--- config.mk ---
export PLATFORM = sky130hd
export DESIGN_NAME = sis_top
export DESIGN_NICKNAME = d
export VERILOG_FILES = /design/src/core/sis_top.v /design/src/core/sis_sync.v
export VERILOG_INCLUDE_DIRS = /design/src /design/src/core
export SDC_FILE = /design/constraint.sdc
export NUM_CORES = 1
export LEC_CHECK = 0
export ABC_AREA = 0
export BUFFER_PORTS_ARGS = -buffer_cell sky130_fd_sc_hd__buf_2
export CORE_MARGIN = 2
export CORE_UTILIZATION = 58
export CTS_BUF_LIST = sky130_fd_sc_hd__clkbuf_16
export DETAILED_ROUTE_END_ITERATION = 8
export PLACE_DENSITY = 0.89
export SYNTH_ARGS = -nofsm -noshare
export SYNTH_HDL_FRONTEND = slang
export SYNTH_SLANG_ARGS = --single-unit
--- constraint.sdc ---
create_clock -name clk -period 4.8 [get_ports clk]
set_input_delay 0.72 -clock clk [delete_from_list [all_inputs] [get_ports clk]]
set_output_delay 0.72 -clock clk [all_outputs]
set_load 0.02 [all_outputs]
--- src/core/sis_map.vh ---
// Register offsets, field positions, reset values and timing for the serializer status block.
`ifndef SIS_MAP_VH
`define SIS_MAP_VH
`define SIS_ADDR_VIDEO_CTRL 8'h04
`define SIS_ADDR_INT_CTRL 8'hc6
`define SIS_ADDR_INT_STATUS 8'hc7
`define SIS_BIT_BLANK_SUPPRESS 1
`define SIS_BIT_RX_INT 5
`define SIS_BIT_GLOBAL_INT 0
`define SIS_RST_VIDEO_CTRL 8'h00
`define SIS_RST_INT_CTRL 8'h00
`define SIS_MUTE_PATTERN 24'h666666
`define SIS_DEV_ADDR 7'h0c
`define SIS_CLK_PERIOD_PS 8000
`define SIS_T_STARTUP_MS 1
`define SIS_STARTUP_CYCLES ((`SIS_T_STARTUP_MS * 1000000000) / `SIS_CLK_PERIOD_PS)
`endif

--- src/core/sis_top.v ---
// Serializer interrupt status, blanking video control and power-down reset with a serial slave.
//
// Notes on behaviour
// - Status bit 5 at 0xc7 reports a downstream receiver interrupt request.
// - Status bit 0 is set whenever any enabled interrupt source indicates.
// - By default pixel words are still sent while data-valid is low.
// - Last pixel 666666 sent into blanking makes the far deserializer mute.
// - Writing one to bit 1 of 0x04 stops video during blanking.
// - Power-up completes just over 1 ms after release; register access allowed after.
// - Control bit 5 at 0xc6 gates downstream interrupts into status.
// - Control bit 0 at 0xc6 gates the interrupt output toward the controller.
`timescale 1ns/1ps
`include "sis_map.vh"
module sis_top #(
  parameter STARTUP_CYCLES = `SIS_STARTUP_CYCLES,
  parameter [6:0] DEV_ADDR = `SIS_DEV_ADDR
) (
  input wire clk,
  input wire rst_n,
  input wire scl_in,
  input wire sda_in,
  output wire sda_out,
  output wire sda_oe,
  input wire remote_receiver_int_req,
  input wire [23:0] pixel_in,
  input wire pixel_data_valid,
  output wire [23:0] tx_pixel,
  output wire tx_data_valid,
  output wire tx_send,
  output wire mute_pattern_sent,
  output wire int_out,
  output wire ready
);
  localparam [3:0] ST_IDLE = 4'h0;
  localparam [3:0] ST_ADDR = 4'h1;
  localparam [3:0] ST_ACK_A = 4'h2;
  localparam [3:0] ST_WREG = 4'h3;
  localparam [3:0] ST_ACK_R = 4'h4;
  localparam [3:0] ST_WDATA = 4'h5;
  localparam [3:0] ST_ACK_D = 4'h6;
  localparam [3:0] ST_RDATA = 4'h7;
  localparam [3:0] ST_RACK = 4'h8;
  localparam [31:0] STARTUP_W = STARTUP_CYCLES;
  localparam [16:0] STARTUP_LAST = STARTUP_W[16:0] - 17'h00001;

  reg rst_s1_r, rst_s2_r;
  wire rst_sync_n;
  wire [1:0] bus_f;
  wire scl_f, sda_f;
  reg scl_q_r, sda_q_r;
  wire start_c, stop_c, scl_rise, scl_fall;
  reg [16:0] su_cnt_r;
  reg ready_r;
  reg [3:0] state_r;
  reg [3:0] bit_cnt_r;
  reg [7:0] shift_r;
  reg [7:0] tx_r;
  reg [7:0] ptr_r;
  reg rw_r, nack_r, oe_r;
  reg [7:0] video_ctrl_r;
  reg [7:0] int_ctrl_r;
  wire [7:0] int_status;
  wire [7:0] rd_addr;
  wire [7:0] rd_here;
  wire blank_suppress;
  reg [23:0] tx_pixel_r;
  reg [23:0] last_pix_r;
  reg tx_valid_r, tx_send_r, de_q_r, mute_r, int_r;

  // Power-down pin acts as reset; assertion is immediate, release passes two flops.
  always @(posedge clk or negedge rst_n)
  begin
    if (!rst_n)
      {rst_s2_r, rst_s1_r} <= 2'b00;
    else
      {rst_s2_r, rst_s1_r} <= {rst_s1_r, 1'b1};
  end
  assign rst_sync_n = rst_s2_r;

  // Bus pins come from outside the clock domain and are filtered.
  sis_sync #(.W(2), .INIT(2'b11)) u_sync (
    .clk(clk),
    .rst_n(rst_sync_n),
    .din({scl_in, sda_in}),
    .dout(bus_f)
  );
  assign scl_f = bus_f[1];
  assign sda_f = bus_f[0];

  // Edge and condition detection on the filtered bus lines.
  always @(posedge clk or negedge rst_sync_n)
  begin
    if (!rst_sync_n)
      {scl_q_r, sda_q_r} <= 2'b11;
    else
      {scl_q_r, sda_q_r} <= {scl_f, sda_f};
  end
  assign start_c = scl_f & scl_q_r & sda_q_r & ~sda_f;
  assign stop_c = scl_f & scl_q_r & ~sda_q_r & sda_f;
  assign scl_rise = scl_f & ~scl_q_r;
  assign scl_fall = ~scl_f & scl_q_r;

  // Startup timer; the register port stays deaf until it expires.
  always @(posedge clk or negedge rst_sync_n)
  begin
    if (!rst_sync_n)
    begin
      su_cnt_r <= 17'h00000;
      ready_r <= 1'b0;
    end
    else if (!ready_r)
    begin
      if (su_cnt_r == STARTUP_LAST)
        ready_r <= 1'b1;
      else
        su_cnt_r <= su_cnt_r + 17'h00001;
    end
  end

  // Status is live: each bit shows the current, gated source level.
  assign int_status[7:6] = 2'b00;
  assign int_status[`SIS_BIT_RX_INT] = remote_receiver_int_req
                                     & int_ctrl_r[`SIS_BIT_RX_INT];
  assign int_status[4:1] = 4'h0;
  assign int_status[`SIS_BIT_GLOBAL_INT] = int_status[`SIS_BIT_RX_INT];
  assign blank_suppress = video_ctrl_r[`SIS_BIT_BLANK_SUPPRESS];

  // Read multiplexer; looks one byte ahead while a read byte is acknowledged, unmapped reads zero.
  assign rd_addr = (state_r == ST_RACK) ? ptr_r + 8'h01 : ptr_r;
  assign rd_here = (rd_addr == `SIS_ADDR_VIDEO_CTRL) ? video_ctrl_r :
                   (rd_addr == `SIS_ADDR_INT_CTRL) ? int_ctrl_r :
                   (rd_addr == `SIS_ADDR_INT_STATUS) ? int_status : 8'h00;

  // Serial control slave: address, register pointer, then data bytes with auto-increment.
  always @(posedge clk or negedge rst_sync_n)
  begin
    if (!rst_sync_n)
    begin
      state_r <= ST_IDLE;
      bit_cnt_r <= 4'h0;
      shift_r <= 8'h00;
      tx_r <= 8'h00;
      ptr_r <= 8'h00;
      {rw_r, nack_r, oe_r} <= 3'b000;
      video_ctrl_r <= `SIS_RST_VIDEO_CTRL;
      int_ctrl_r <= `SIS_RST_INT_CTRL;
    end
    else if (stop_c)
    begin
      state_r <= ST_IDLE;
      oe_r <= 1'b0;
    end
    else if (start_c)
    begin
      state_r <= ready_r ? ST_ADDR : ST_IDLE;
      bit_cnt_r <= 4'h0;
      oe_r <= 1'b0;
    end
    else if (scl_rise)
    begin
      if (state_r == ST_ADDR || state_r == ST_WREG || state_r == ST_WDATA)
      begin
        shift_r <= {shift_r[6:0], sda_f};
        bit_cnt_r <= bit_cnt_r + 4'h1;
      end
      if (state_r == ST_RACK)
        nack_r <= sda_f;
    end
    else if (scl_fall)
    begin
      case (state_r)
        ST_ADDR:
          if (bit_cnt_r == 4'h8)
          begin
            if (shift_r[7:1] == DEV_ADDR)
            begin
              rw_r <= shift_r[0];
              state_r <= ST_ACK_A;
              oe_r <= 1'b1;
            end
            else
              state_r <= ST_IDLE;
          end
        ST_ACK_A:
        begin
          bit_cnt_r <= 4'h0;
          if (rw_r)
          begin
            tx_r <= rd_here;
            oe_r <= ~rd_here[7];
            state_r <= ST_RDATA;
          end
          else
          begin
            oe_r <= 1'b0;
            state_r <= ST_WREG;
          end
        end
        ST_WREG:
          if (bit_cnt_r == 4'h8)
          begin
            ptr_r <= shift_r;
            state_r <= ST_ACK_R;
            oe_r <= 1'b1;
          end
        ST_WDATA:
          if (bit_cnt_r == 4'h8)
          begin
            // Status register is read-only; writes to it are acknowledged and dropped.
            if (ptr_r == `SIS_ADDR_VIDEO_CTRL)
              video_ctrl_r <= shift_r;
            if (ptr_r == `SIS_ADDR_INT_CTRL)
              int_ctrl_r <= shift_r & 8'h21;
            ptr_r <= ptr_r + 8'h01;
            state_r <= ST_ACK_D;
            oe_r <= 1'b1;
          end
        ST_ACK_R, ST_ACK_D:
        begin
          oe_r <= 1'b0;
          bit_cnt_r <= 4'h0;
          state_r <= ST_WDATA;
        end
        ST_RDATA:
          if (bit_cnt_r == 4'h7)
          begin
            oe_r <= 1'b0;
            state_r <= ST_RACK;
          end
          else
          begin
            tx_r <= {tx_r[6:0], 1'b0};
            oe_r <= ~tx_r[6];
            bit_cnt_r <= bit_cnt_r + 4'h1;
          end
        ST_RACK:
          if (nack_r)
            state_r <= ST_IDLE;
          else
          begin
            ptr_r <= ptr_r + 8'h01;
            tx_r <= rd_here;
            oe_r <= ~rd_here[7];
            bit_cnt_r <= 4'h0;
            state_r <= ST_RDATA;
          end
        default: state_r <= ST_IDLE;
      endcase
    end
  end

  // Video forwarding; blanking words go out unless suppression is set.
  always @(posedge clk or negedge rst_sync_n)
  begin
    if (!rst_sync_n)
    begin
      tx_pixel_r <= 24'h000000;
      last_pix_r <= 24'h000000;
      {tx_valid_r, tx_send_r, de_q_r, mute_r, int_r} <= 5'h00;
    end
    else
    begin
      de_q_r <= pixel_data_valid;
      tx_valid_r <= pixel_data_valid;
      if (pixel_data_valid)
        last_pix_r <= pixel_in;
      if (!pixel_data_valid && blank_suppress)
      begin
        tx_pixel_r <= 24'h000000;
        tx_send_r <= 1'b0;
      end
      else
      begin
        tx_pixel_r <= pixel_in;
        tx_send_r <= 1'b1;
      end
      // Flags the first blanking word after a frame ending in the mute pattern.
      mute_r <= de_q_r & ~pixel_data_valid & ~blank_suppress
              & (last_pix_r == `SIS_MUTE_PATTERN);
      // Interrupt output toward the controller, gated by the global enable.
      int_r <= int_status[`SIS_BIT_GLOBAL_INT] & int_ctrl_r[`SIS_BIT_GLOBAL_INT];
    end
  end

  assign sda_out = 1'b0;
  assign sda_oe = oe_r;
  assign tx_pixel = tx_pixel_r;
  assign tx_data_valid = tx_valid_r;
  assign tx_send = tx_send_r;
  assign mute_pattern_sent = mute_r;
  assign int_out = int_r;
  assign ready = ready_r;
endmodule

--- src/core/sis_sync.v ---
// Three-stage pin synchroniser that accepts a change once the last two stages agree.
`timescale 1ns/1ps
module sis_sync #(
  parameter W = 2,
  parameter [W-1:0] INIT = {W{1'b1}}
) (
  input wire clk,
  input wire rst_n,
  input wire [W-1:0] din,
  output wire [W-1:0] dout
);
  reg [W-1:0] s1_r;
  reg [W-1:0] s2_r;
  reg [W-1:0] s3_r;
  reg [W-1:0] out_r;
  genvar i;

  assign dout = out_r;

  // Each bit is sampled three times; the filtered copy moves only when stages two and three agree.
  generate
    for (i = 0; i < W; i = i + 1)
    begin : g_bit
      always @(posedge clk or negedge rst_n)
      begin
        if (!rst_n)
        begin
          s1_r[i] <= INIT[i];
          s2_r[i] <= INIT[i];
          s3_r[i] <= INIT[i];
          out_r[i] <= INIT[i];
        end
        else
        begin
          s1_r[i] <= din[i];
          s2_r[i] <= s1_r[i];
          s3_r[i] <= s2_r[i];
          if (s2_r[i] == s3_r[i])
            out_r[i] <= s3_r[i];
        end
      end
    end
  endgenerate
endmodule

**Yosys cells after proc, flatten, opt, wreduce, memory -nomap -nowiden**

Cells that the tools add are included.

- Bits in registers: 126
- Output and inout bits: 31
- Logic and storage cells: 165

- Add/subtract/negate cells: 3
- Equal/unequal tests: 36
- Multiplexer cells: 47
- Bitwise gates (word level): 25
- Reduce and logical (&&, ||, !) cells: 24

Operators with widths:

| operator | count |
|---|---|
| 4-bit two-way mux | 14 |
| 8-bit two-way mux | 5 |
| 4-bit case mux with 7 select lines | 1 |
| 7-bit AND reduction | 4 |
| 24-bit by 23-bit == test with 1-bit output, second input constant | 1 |
| 8-bit == test, second input constant | 3 |
| 24-bit two-way mux | 1 |
| 8-bit case mux with 3 select lines | 1 |
| 7-bit two-way mux | 3 |
| 7-bit case mux with 3 select lines | 1 |
| 4-bit by 3-bit == test with 1-bit output, second input constant | 5 |
| 17-bit by 1-bit adder with 17-bit output, second input constant | 1 |
| 17-bit == test, second input constant | 1 |
| 8-bit by 3-bit == test with 1-bit output, second input constant | 2 |
| 4-bit by 3-bit inequality test with 1-bit output, second input constant | 4 |
| 4-bit inequality test, second input constant | 4 |
| 8-bit AND reduction | 2 |
| 1-bit two-way mux | 14 |
| 1-bit NOT | 13 |
| 1-bit AND | 12 |
| 6-bit two-way mux | 2 |
| 4-bit case mux with 3 select lines | 1 |
| 6-bit AND reduction | 2 |
| 3-bit nonzero test | 4 |
| other kinds (24) | 34 |

**Longest topological paths before layout**

Gate-level depths: netlist of run 1.

- Depth in word-level cells: 13
- Mapped depth: 9

**Hierarchy**

From an unflattened synthesis of run 1, not the netlist that was laid out.

- Cells, all modules: 514
- Area, all modules: 5,818.1 sq um

Modules (own cells, without submodules):

| module | instances | cells each | area each (sq um) | sequential area each (sq um) |
|---|---|---|---|---|
| sis_top | 1 | 504 | 5,585.4 | 2,955.3 |
| sis_sync | 1 | 10 | 232.7 | 210.2 |

**Least setup slack after synthesis of run 1**

Ideal clock, no wire load.

- Path kind: register to register
- Start: register state_r[1]
- End: register tx_r[5]
- Setup time: 0.087 ns
- Arrival time: 2.183 ns
- Data required time: 4.713 ns
- Setup slack: 2.530 ns
- Stages on the path, launching flop included: 9
- Path buffers: 2
- Period minus slack after synthesis: 2.270 ns
- Path through: dfrtp_1 -> buf_6 -> or4b_1 -> buf_2 -> nor3_1 -> a31oi_2 -> nor4_4 -> o211ai_1 -> o211ai_1

- Longest elaborated chain between the ends: 8
- Elaborated cells between the ends (all ways): 18
- Classes of those cells: eq/ne: 9; mux: 7; reduce/logical: 2

Ends and longest elaborated chain:

| item | line | source |
|---|---|---|
| from (decl) | sis_top.v:54 | `reg [3:0] state_r;` |
| from (signal assigned) | sis_top.v:155 | `state_r <= ready_r ? ST_ADDR : ST_IDLE;` |
| 4-bit == test | sis_top.v:129, sis_top.v:171 |  |
| 8-bit two-way mux | sis_top.v:129 | `assign rd_addr = (state_r == ST_RACK) ? ptr_r + 8'h01 : ptr_r;` |
| 8-bit == test (no line) | -- |  |
| 6-bit two-way mux | sis_top.v:132 | `` (rd_addr == `SIS_ADDR_INT_STATUS) ? int_status : 8'h00; `` |
| 6-bit two-way mux | sis_top.v:131 | `` (rd_addr == `SIS_ADDR_INT_CTRL) ? int_ctrl_r : `` |
| 8-bit two-way mux | sis_top.v:130 | `` assign rd_here = (rd_addr == `SIS_ADDR_VIDEO_CTRL) ? video_ctrl_r : `` |
| 7-bit two-way mux (on tied branches) | sis_top.v:237, sis_top.v:187 |  |
| 7-bit case mux with 3 select lines | sis_top.v:171 | `case (state_r)` |
| to (signal assigned) | sis_top.v:189 | `tx_r <= rd_here;` |
| to (signal assigned) | sis_top.v:232 | `tx_r <= {tx_r[6:0], 1'b0};` |
| to (signal assigned) | sis_top.v:242 | `tx_r <= rd_here;` |
| to (decl) | sis_top.v:57 | `reg [7:0] tx_r;` |

Parallel ways exist; a longest one is shown, timed or not. The select of a mux whose other input is x is not followed.
A chain may end at the register's enable or synchronous reset.

**Worst setup path in the final report of run 1**

- Start: register state_r[1]
- End: register tx_r[2]

- Longest elaborated chain between the ends: 7
- Elaborated cells between the ends (all ways): 16
- Classes of those cells: eq/ne: 8; mux: 6; reduce/logical: 2

Ends and longest elaborated chain:

| item | line |
|---|---|
| 4-bit == test | sis_top.v:129, sis_top.v:171 |
| 8-bit two-way mux | sis_top.v:129 |
| 8-bit == test (no line) | -- |
| 6-bit two-way mux | sis_top.v:131 |
| 8-bit two-way mux | sis_top.v:130 |
| 7-bit two-way mux (on tied branches) | sis_top.v:237, sis_top.v:187 |
| 7-bit case mux with 3 select lines | sis_top.v:171 |

Parallel ways exist; a longest one is shown, timed or not. The select of a mux whose other input is x is not followed.

==> flow_metrics.tcl, run 1 <==
set metrics [dict create \
    holdWs_ns 0.0714 \
    layout_common_cells "115 x dfrtp_1, 59 x buf_2, 45 x mux2_2" \
    synth-seq-cells 126 \
    power_mw 2.82 \
    avgViaCountPerCell 5.97 \
    start_util 0.589 \
    synth-edff-count 0 \
    path_class "reg -> reg" \
    setup_viol 0 \
    clk_pin_slew_ns 0.06 \
    hold_class "in -> async" \
    fmax_mhz 373 \
    yosysWarnings 0 \
    cts.hold.buffers_added 0 \
    numCtsBuffers 17 \
    fin_tns_setup_ns 0 \
    leakage_nw 2.91 \
    drcViolationCount 0 \
    worst_slew_pin_slew_ns 0.856 \
    layout_setup_ws_ns 2.12 \
    timing.slew.headroom 0.429 \
    synth_top_area_frac 0.511 \
    cap_violations 0 \
    cts_tree "built" \
    drv_slew 0 \
    grt_start_max_net_pins 69 \
    antenna_cells 0 \
    grt_pass1_wl_microns 22100 \
    clock_path_buffers 2 \
    die_h_microns 103 \
    root_buffer "clkbuf_16" \
    die_x_microns 103 \
    place.gp.congestion 0.952 \
    dp_cells 665 \
    h-tree-depth 4 \
    vdd_drop_max_mv 0.383 \
    drt-initial-drc-count 203 \
    place_ws_ns 2.20 \
    critPathCaptureType "flip-flop" \
    overflow 0 \
    worst-path-max-fanout 18 \
    drive_gt1_frac 0.282 \
    synth.distinct_cells 67 \
    status "complete, no violations" \
    grt_pass1_vias 4337 \
    synth_cells 490 \
    clock_sinks 126 \
    avgSynthCellArea_sq_um 11.6 \
    synth.top_cells.by_area "dfrtp_1 51%, mux2_2 8.9%, dfstp_2 4.6%, and2_1 2.8%, nand2_1 2.1%" \
    core-area_sq_mm 0.00964 \
    area_growth_pct 17.0 \
    cts_resized 0 \
    pin_count 61 \
    worstPathRequired_ns 5.13 \
    rsz0062_at_grt "no" \
    num_rows 36 \
    postRouteAntennaNets 0 \
    antenna_found_initial 0 \
    clock_latency_ns 0.42 \
    yosysSeqAreaShare 0.557 \
    fin_crit_sh 0.558 \
    post_cts_buffers 0 \
    firstDrtPassIters 5 \
    yosysTopAreaCell "dfrtp_1" \
    io_buffers 59 \
    synth_ff_type "dfrtp_1" \
    cp-start-kind "flip-flop" \
    detail_route.wl_per_cell_microns 19.5 \
    finalClockSkew_ns 0.0166 \
    syn_area_sq_mm 0.00568 \
    layout_min_cycle_time_ns 2.68 \
    dp_hpwl_microns 8800 \
    crit_arrival_ns 3.00 \
    fin_nets 587 \
    stdcell_count 697 \
    syn_nets 526 \
    grt_use_total 0.277 \
    routed_wl_microns 13600 \
    vias 4159 \
    dieArea_sq_mm 0.0106 \
    ys_async_sr_fraction 1.00 \
    final_common_cell "dfrtp_1" \
    p_per_area_mw_per_mm2 424 \
    finalHoldViolCount 0 \
]
-- power by group --
group	total [mW]	switching, mW	leakage, nW	internal, mW
clock	1.25	0.488	0.282	0.763
sequential	1.28	0.126	1.57	1.15
combinational	0.288	0.158	1.07	0.131
-- state kept, by name, indices dropped and copies added, names as in the netlist, 2 cells and up --
register / flops
u_sync.s3_r: 2
ptr_r: 8
last_pix_r: 24
su_cnt_r: 17
bit_cnt_r: 4
u_sync.s2_r: 2
video_ctrl_r: 8
state_r: 4
tx_pixel: 24
u_sync.s1_r: 2
u_sync.dout: 2
tx_r: 7
shift_r: 8
int_ctrl_r: 2
-- routing by layer --
| metal | GRT usage | vias to the layer above | share of wire | routed length [microns] |
|---|---|---|---|---|
| met2 | 0.476 | 153 | 0.53 | 7180 |
| met1 | 0.343 | 2107 | 0.39 | 5340 |
| li1 | - | 1865 | - | - |
| met3 | 0.0658 | 34 | 0.056 | 764 |
| met5 | 0 | - | 0 | 0 |
| met4 | 0.103 | 0 | 0.022 | 298 |
-- layout make-up --
type,instances,area (sq um)
sequential,126,3170
fill,649,2990
multi-input combinational,331,2370
clock buffer,17,425
timing repair buffer,61,310
tap,133,166
clock inverter,15,149
inverter,14,52.6
-- kinds of logic after synthesis --
logic type,Yosys count,synth area share
muxes,51,0.100
xor gates and xnor gates,20,0.0308
and+or+nand+nor,170,0.172
buffers and inverters,33,0.0247
other,2,0.00132
adders and majority gates,9,0.0185
AOI/OAI and AO/OA,79,0.0952
DFF,126,0.557
-- synthesized netlist by cell type (all sizes together), types with 5 or more instances --
master  count
inv        14
ha          6
nand2      32
nand4       6
nor2b       9
nor2       30
dfstp      10
and2       25
xor2        7
xnor2      13
mux2       46
clkbuf     13
nand3      15
buf         6
a21oi      19
o21ai      20
and3        7
dfrtp     116
a31oi       7
nand2b      5
mux2i       5
nor3       10
a22oi       7
-- worst max-delay path, cell delays in order (launching register included) --
cell and delay, ns:
dfrtp_1 0.54, or4b_1 0.74, nor3_1 0.28, a31oi_2 0.16
nor4_4 0.53, a22oi_2 0.12, a21oi_1 0.22
-- metrics by stage --
stage / util / cell area [sq um]
2_1_floorplan: - / 5680
3_3_place_gp: 0.630 / 6070
3_5_place_dp: 0.630 / 6070
4_1_cts: 0.690 / 6650
5_1_grt: 0.690 / 6650
6_report: 0.690 / 6650
-- worst paths after layout --
| path | start | endpoint | slack (ns) | depth (start not counted) |
|---|---|---|---|---|
| min in group clk | rst_s1_r | rst_s2_r | 0.36 | 0 |
| setup / recovery | state_r[1] | tx_r[2] | 2.12 | 6 |
| setup reg to reg | state_r[1] | tx_r[2] | 2.12 | 6 |
| max in group asynchronous | rst_s2_r | shift_r[5] | 3.09 | 1 |
| hold reg to reg | rst_s1_r | rst_s2_r | 0.36 | 0 |
| hold / removal | rst_n | rst_s2_r | 0.07 | 1 |
No activity file was read; power rests on OpenSTA's default activity.
==> run 2, diff against run 1 <==
Settings changed: CORE_UTILIZATION 58 to 53, PLACE_DENSITY 0.89 to 0.86.
Clock period 4.8 ns to 2.3 ns, I/O delays scaled along.
==> flow_metrics.tcl, run 2 (same netlist as run 1, synthesis figures left out) <==
set metrics [dict create \
    status "complete, no violations" \
    postRouteAntennaNets 0 \
    routed_wl_microns 12400 \
    holdWs_ns 0.0248 \
    num_rows 37 \
    p_int_mw 4.22 \
    fin_crit_sh 0.950 \
    cp_top_family "simple AND/OR/NAND/NOR gates" \
    crit_chain "or4b_1 -> or4_4 -> o21a_1 -> nand4_1 -> nor3_1 -> xor2_1" \
    antenna_found_initial 0 \
    grt_start_max_net_pins 40 \
    clock_path_buffers 2 \
    p_per_area_mw_per_mm2 852 \
    grt_pass1_wl_microns 20900 \
    detail_route.wl_per_cell_microns 17.2 \
    layout_min_cycle_time_ns 2.18 \
    postPlaceCellArea_sq_mm 0.00623 \
    dieArea_sq_mm 0.0116 \
    cpPeakStageDelay_ns 0.56 \
    pwr-share-clk 0.432 \
    pin_count 61 \
    cp-start-kind "flip-flop" \
    layout_common_cells "115 x dfrtp_1, 59 x buf_2, 45 x mux2_2" \
    crit_arrival_ns 2.48 \
    start_util 0.548 \
    fin_util 0.663 \
    vias 4176 \
    fin_tns_setup_ns 0 \
    timing.slew.headroom 0.625 \
    clock_latency_ns 0.42 \
    die_h_microns 108 \
    die_x_microns 108 \
    firstDrtPassIters 5 \
    finalClockSkew_ns 0.00721 \
    path_class "reg -> reg" \
    overflow 0 \
    io_buffers 59 \
    power_mw 5.86 \
    setup_viol 0 \
    power.switching_mw 1.63 \
    core-area_sq_mm 0.0104 \
    layout_setup_ws_ns 0.115 \
    drcViolationCount 0 \
    cts_tree "built" \
    vdd_drop_max_mv 0.810 \
    leakage_nw 3.04 \
    drt-initial-drc-count 302 \
    place_ws_ns 0.0363 \
    cap_violations 0 \
    clk_pin_slew_ns 0.06 \
    root_buffer "clkbuf_16" \
    crit_buf_inv 0 \
    p_sw_frac 0.279 \
    antenna_cells 0 \
    area_growth_pct 21.0 \
    clock_sinks 126 \
    worst-path-max-fanout 4 \
    pwr-share-comb 0.121 \
    stdcell_count 722 \
    slowest_stage "or4_4" \
    numCtsBuffers 17 \
    dp_cells 687 \
    fin_nets 609 \
    place.gp.congestion 0.920 \
    dp_hpwl_microns 8240 \
    worst_slew_pin_slew_ns 0.555 \
    finalHoldViolCount 0 \
    fmax_mhz 458 \
    final_common_cell "dfrtp_1" \
    worstPathRequired_ns 2.60 \
    grt_use_total 0.234 \
    drive_gt1_frac 0.326 \
    grt_pass1_vias 4309 \
    avgViaCountPerCell 5.78 \
    critPathCaptureType "flip-flop" \
    h-tree-depth 4 \
    drv_slew 0 \
    postLayoutCellArea_sq_mm 0.00687 \
    hold_class "in -> reg" \
    seq_power_share 0.447 \
]
run 2: changes by cell type in the layout (fill, tap and decap cells not counted), sizes merged:
| cell | change |
|---|---|
| inv | +1 |
| bufinv | -1 |
| buf | +21 |
| clkinvlp | +1 |
| clkinv | -1 |
| dlygate4sd3 | +1 |
run 2: final timing paths:
check,from,to,slack [ns],cells after the start
worst max-delay path,su_cnt_r[7],su_cnt_r[15],0.12,6
worst min-delay path,scl_in,u_sync.s1_r[1],0.02,1
worst max register to register,su_cnt_r[7],su_cnt_r[15],0.12,6
worst min register to register,rst_s2_r,su_cnt_r[6],0.28,0
max in group asynchronous,rst_s2_r,u_sync.dout[0],1.40,1
min in group asynchronous,rst_n,rst_s2_r,0.23,2
run 2: cell type report:
class / instances / area (sq um)
multi-input cells: 331 / 2430
clock buffers: 17 / 425
repair buffers: 83 / 490
well taps: 136 / 170
fillers: 723 / 3500
flip-flops and latches: 126 / 3170
inverters: 14 / 52.6
clock inverters: 15 / 138
run 2: power groups by stage:
stage | logic [mW] | clock network (mW) | registers [mW]
finish | 0.707 | 2.53 | 2.62
global route | 0.784 | 2.66 | 2.64
CTS | 0.698 | 2.57 | 2.61
detailed placement | 0.678 | 0 | 2.64
global placement | 0.649 | 0 | 2.63
floorplan | 0.426 | 0 | 2.61
run 2: metal layers:
metal	share of wire	global-route usage	up-vias
met5	0	0	-
met4	0.019	0.0797	0
met3	0.066	0.0738	33
met2	0.50	0.372	161
met1	0.42	0.303	2074
li1	-	-	1908
run 2: worst register-to-register path: cells and delay by family, from the launching register on:
kind            cells  cell delay [ns]
xor+xnor            1             0.14
flops               1             0.42
compound gates      1             0.20
simple gates        4             1.31
run 2: repair_timing:
action | 4_1_cts | 5_1_grt
gates resized for setup | 0 | 12
hold buffers | 1 | 0
buffers inserted | 0 | 2
setup endpoints to repair | 0 | 22
hold endpoints to repair | 2 | 0
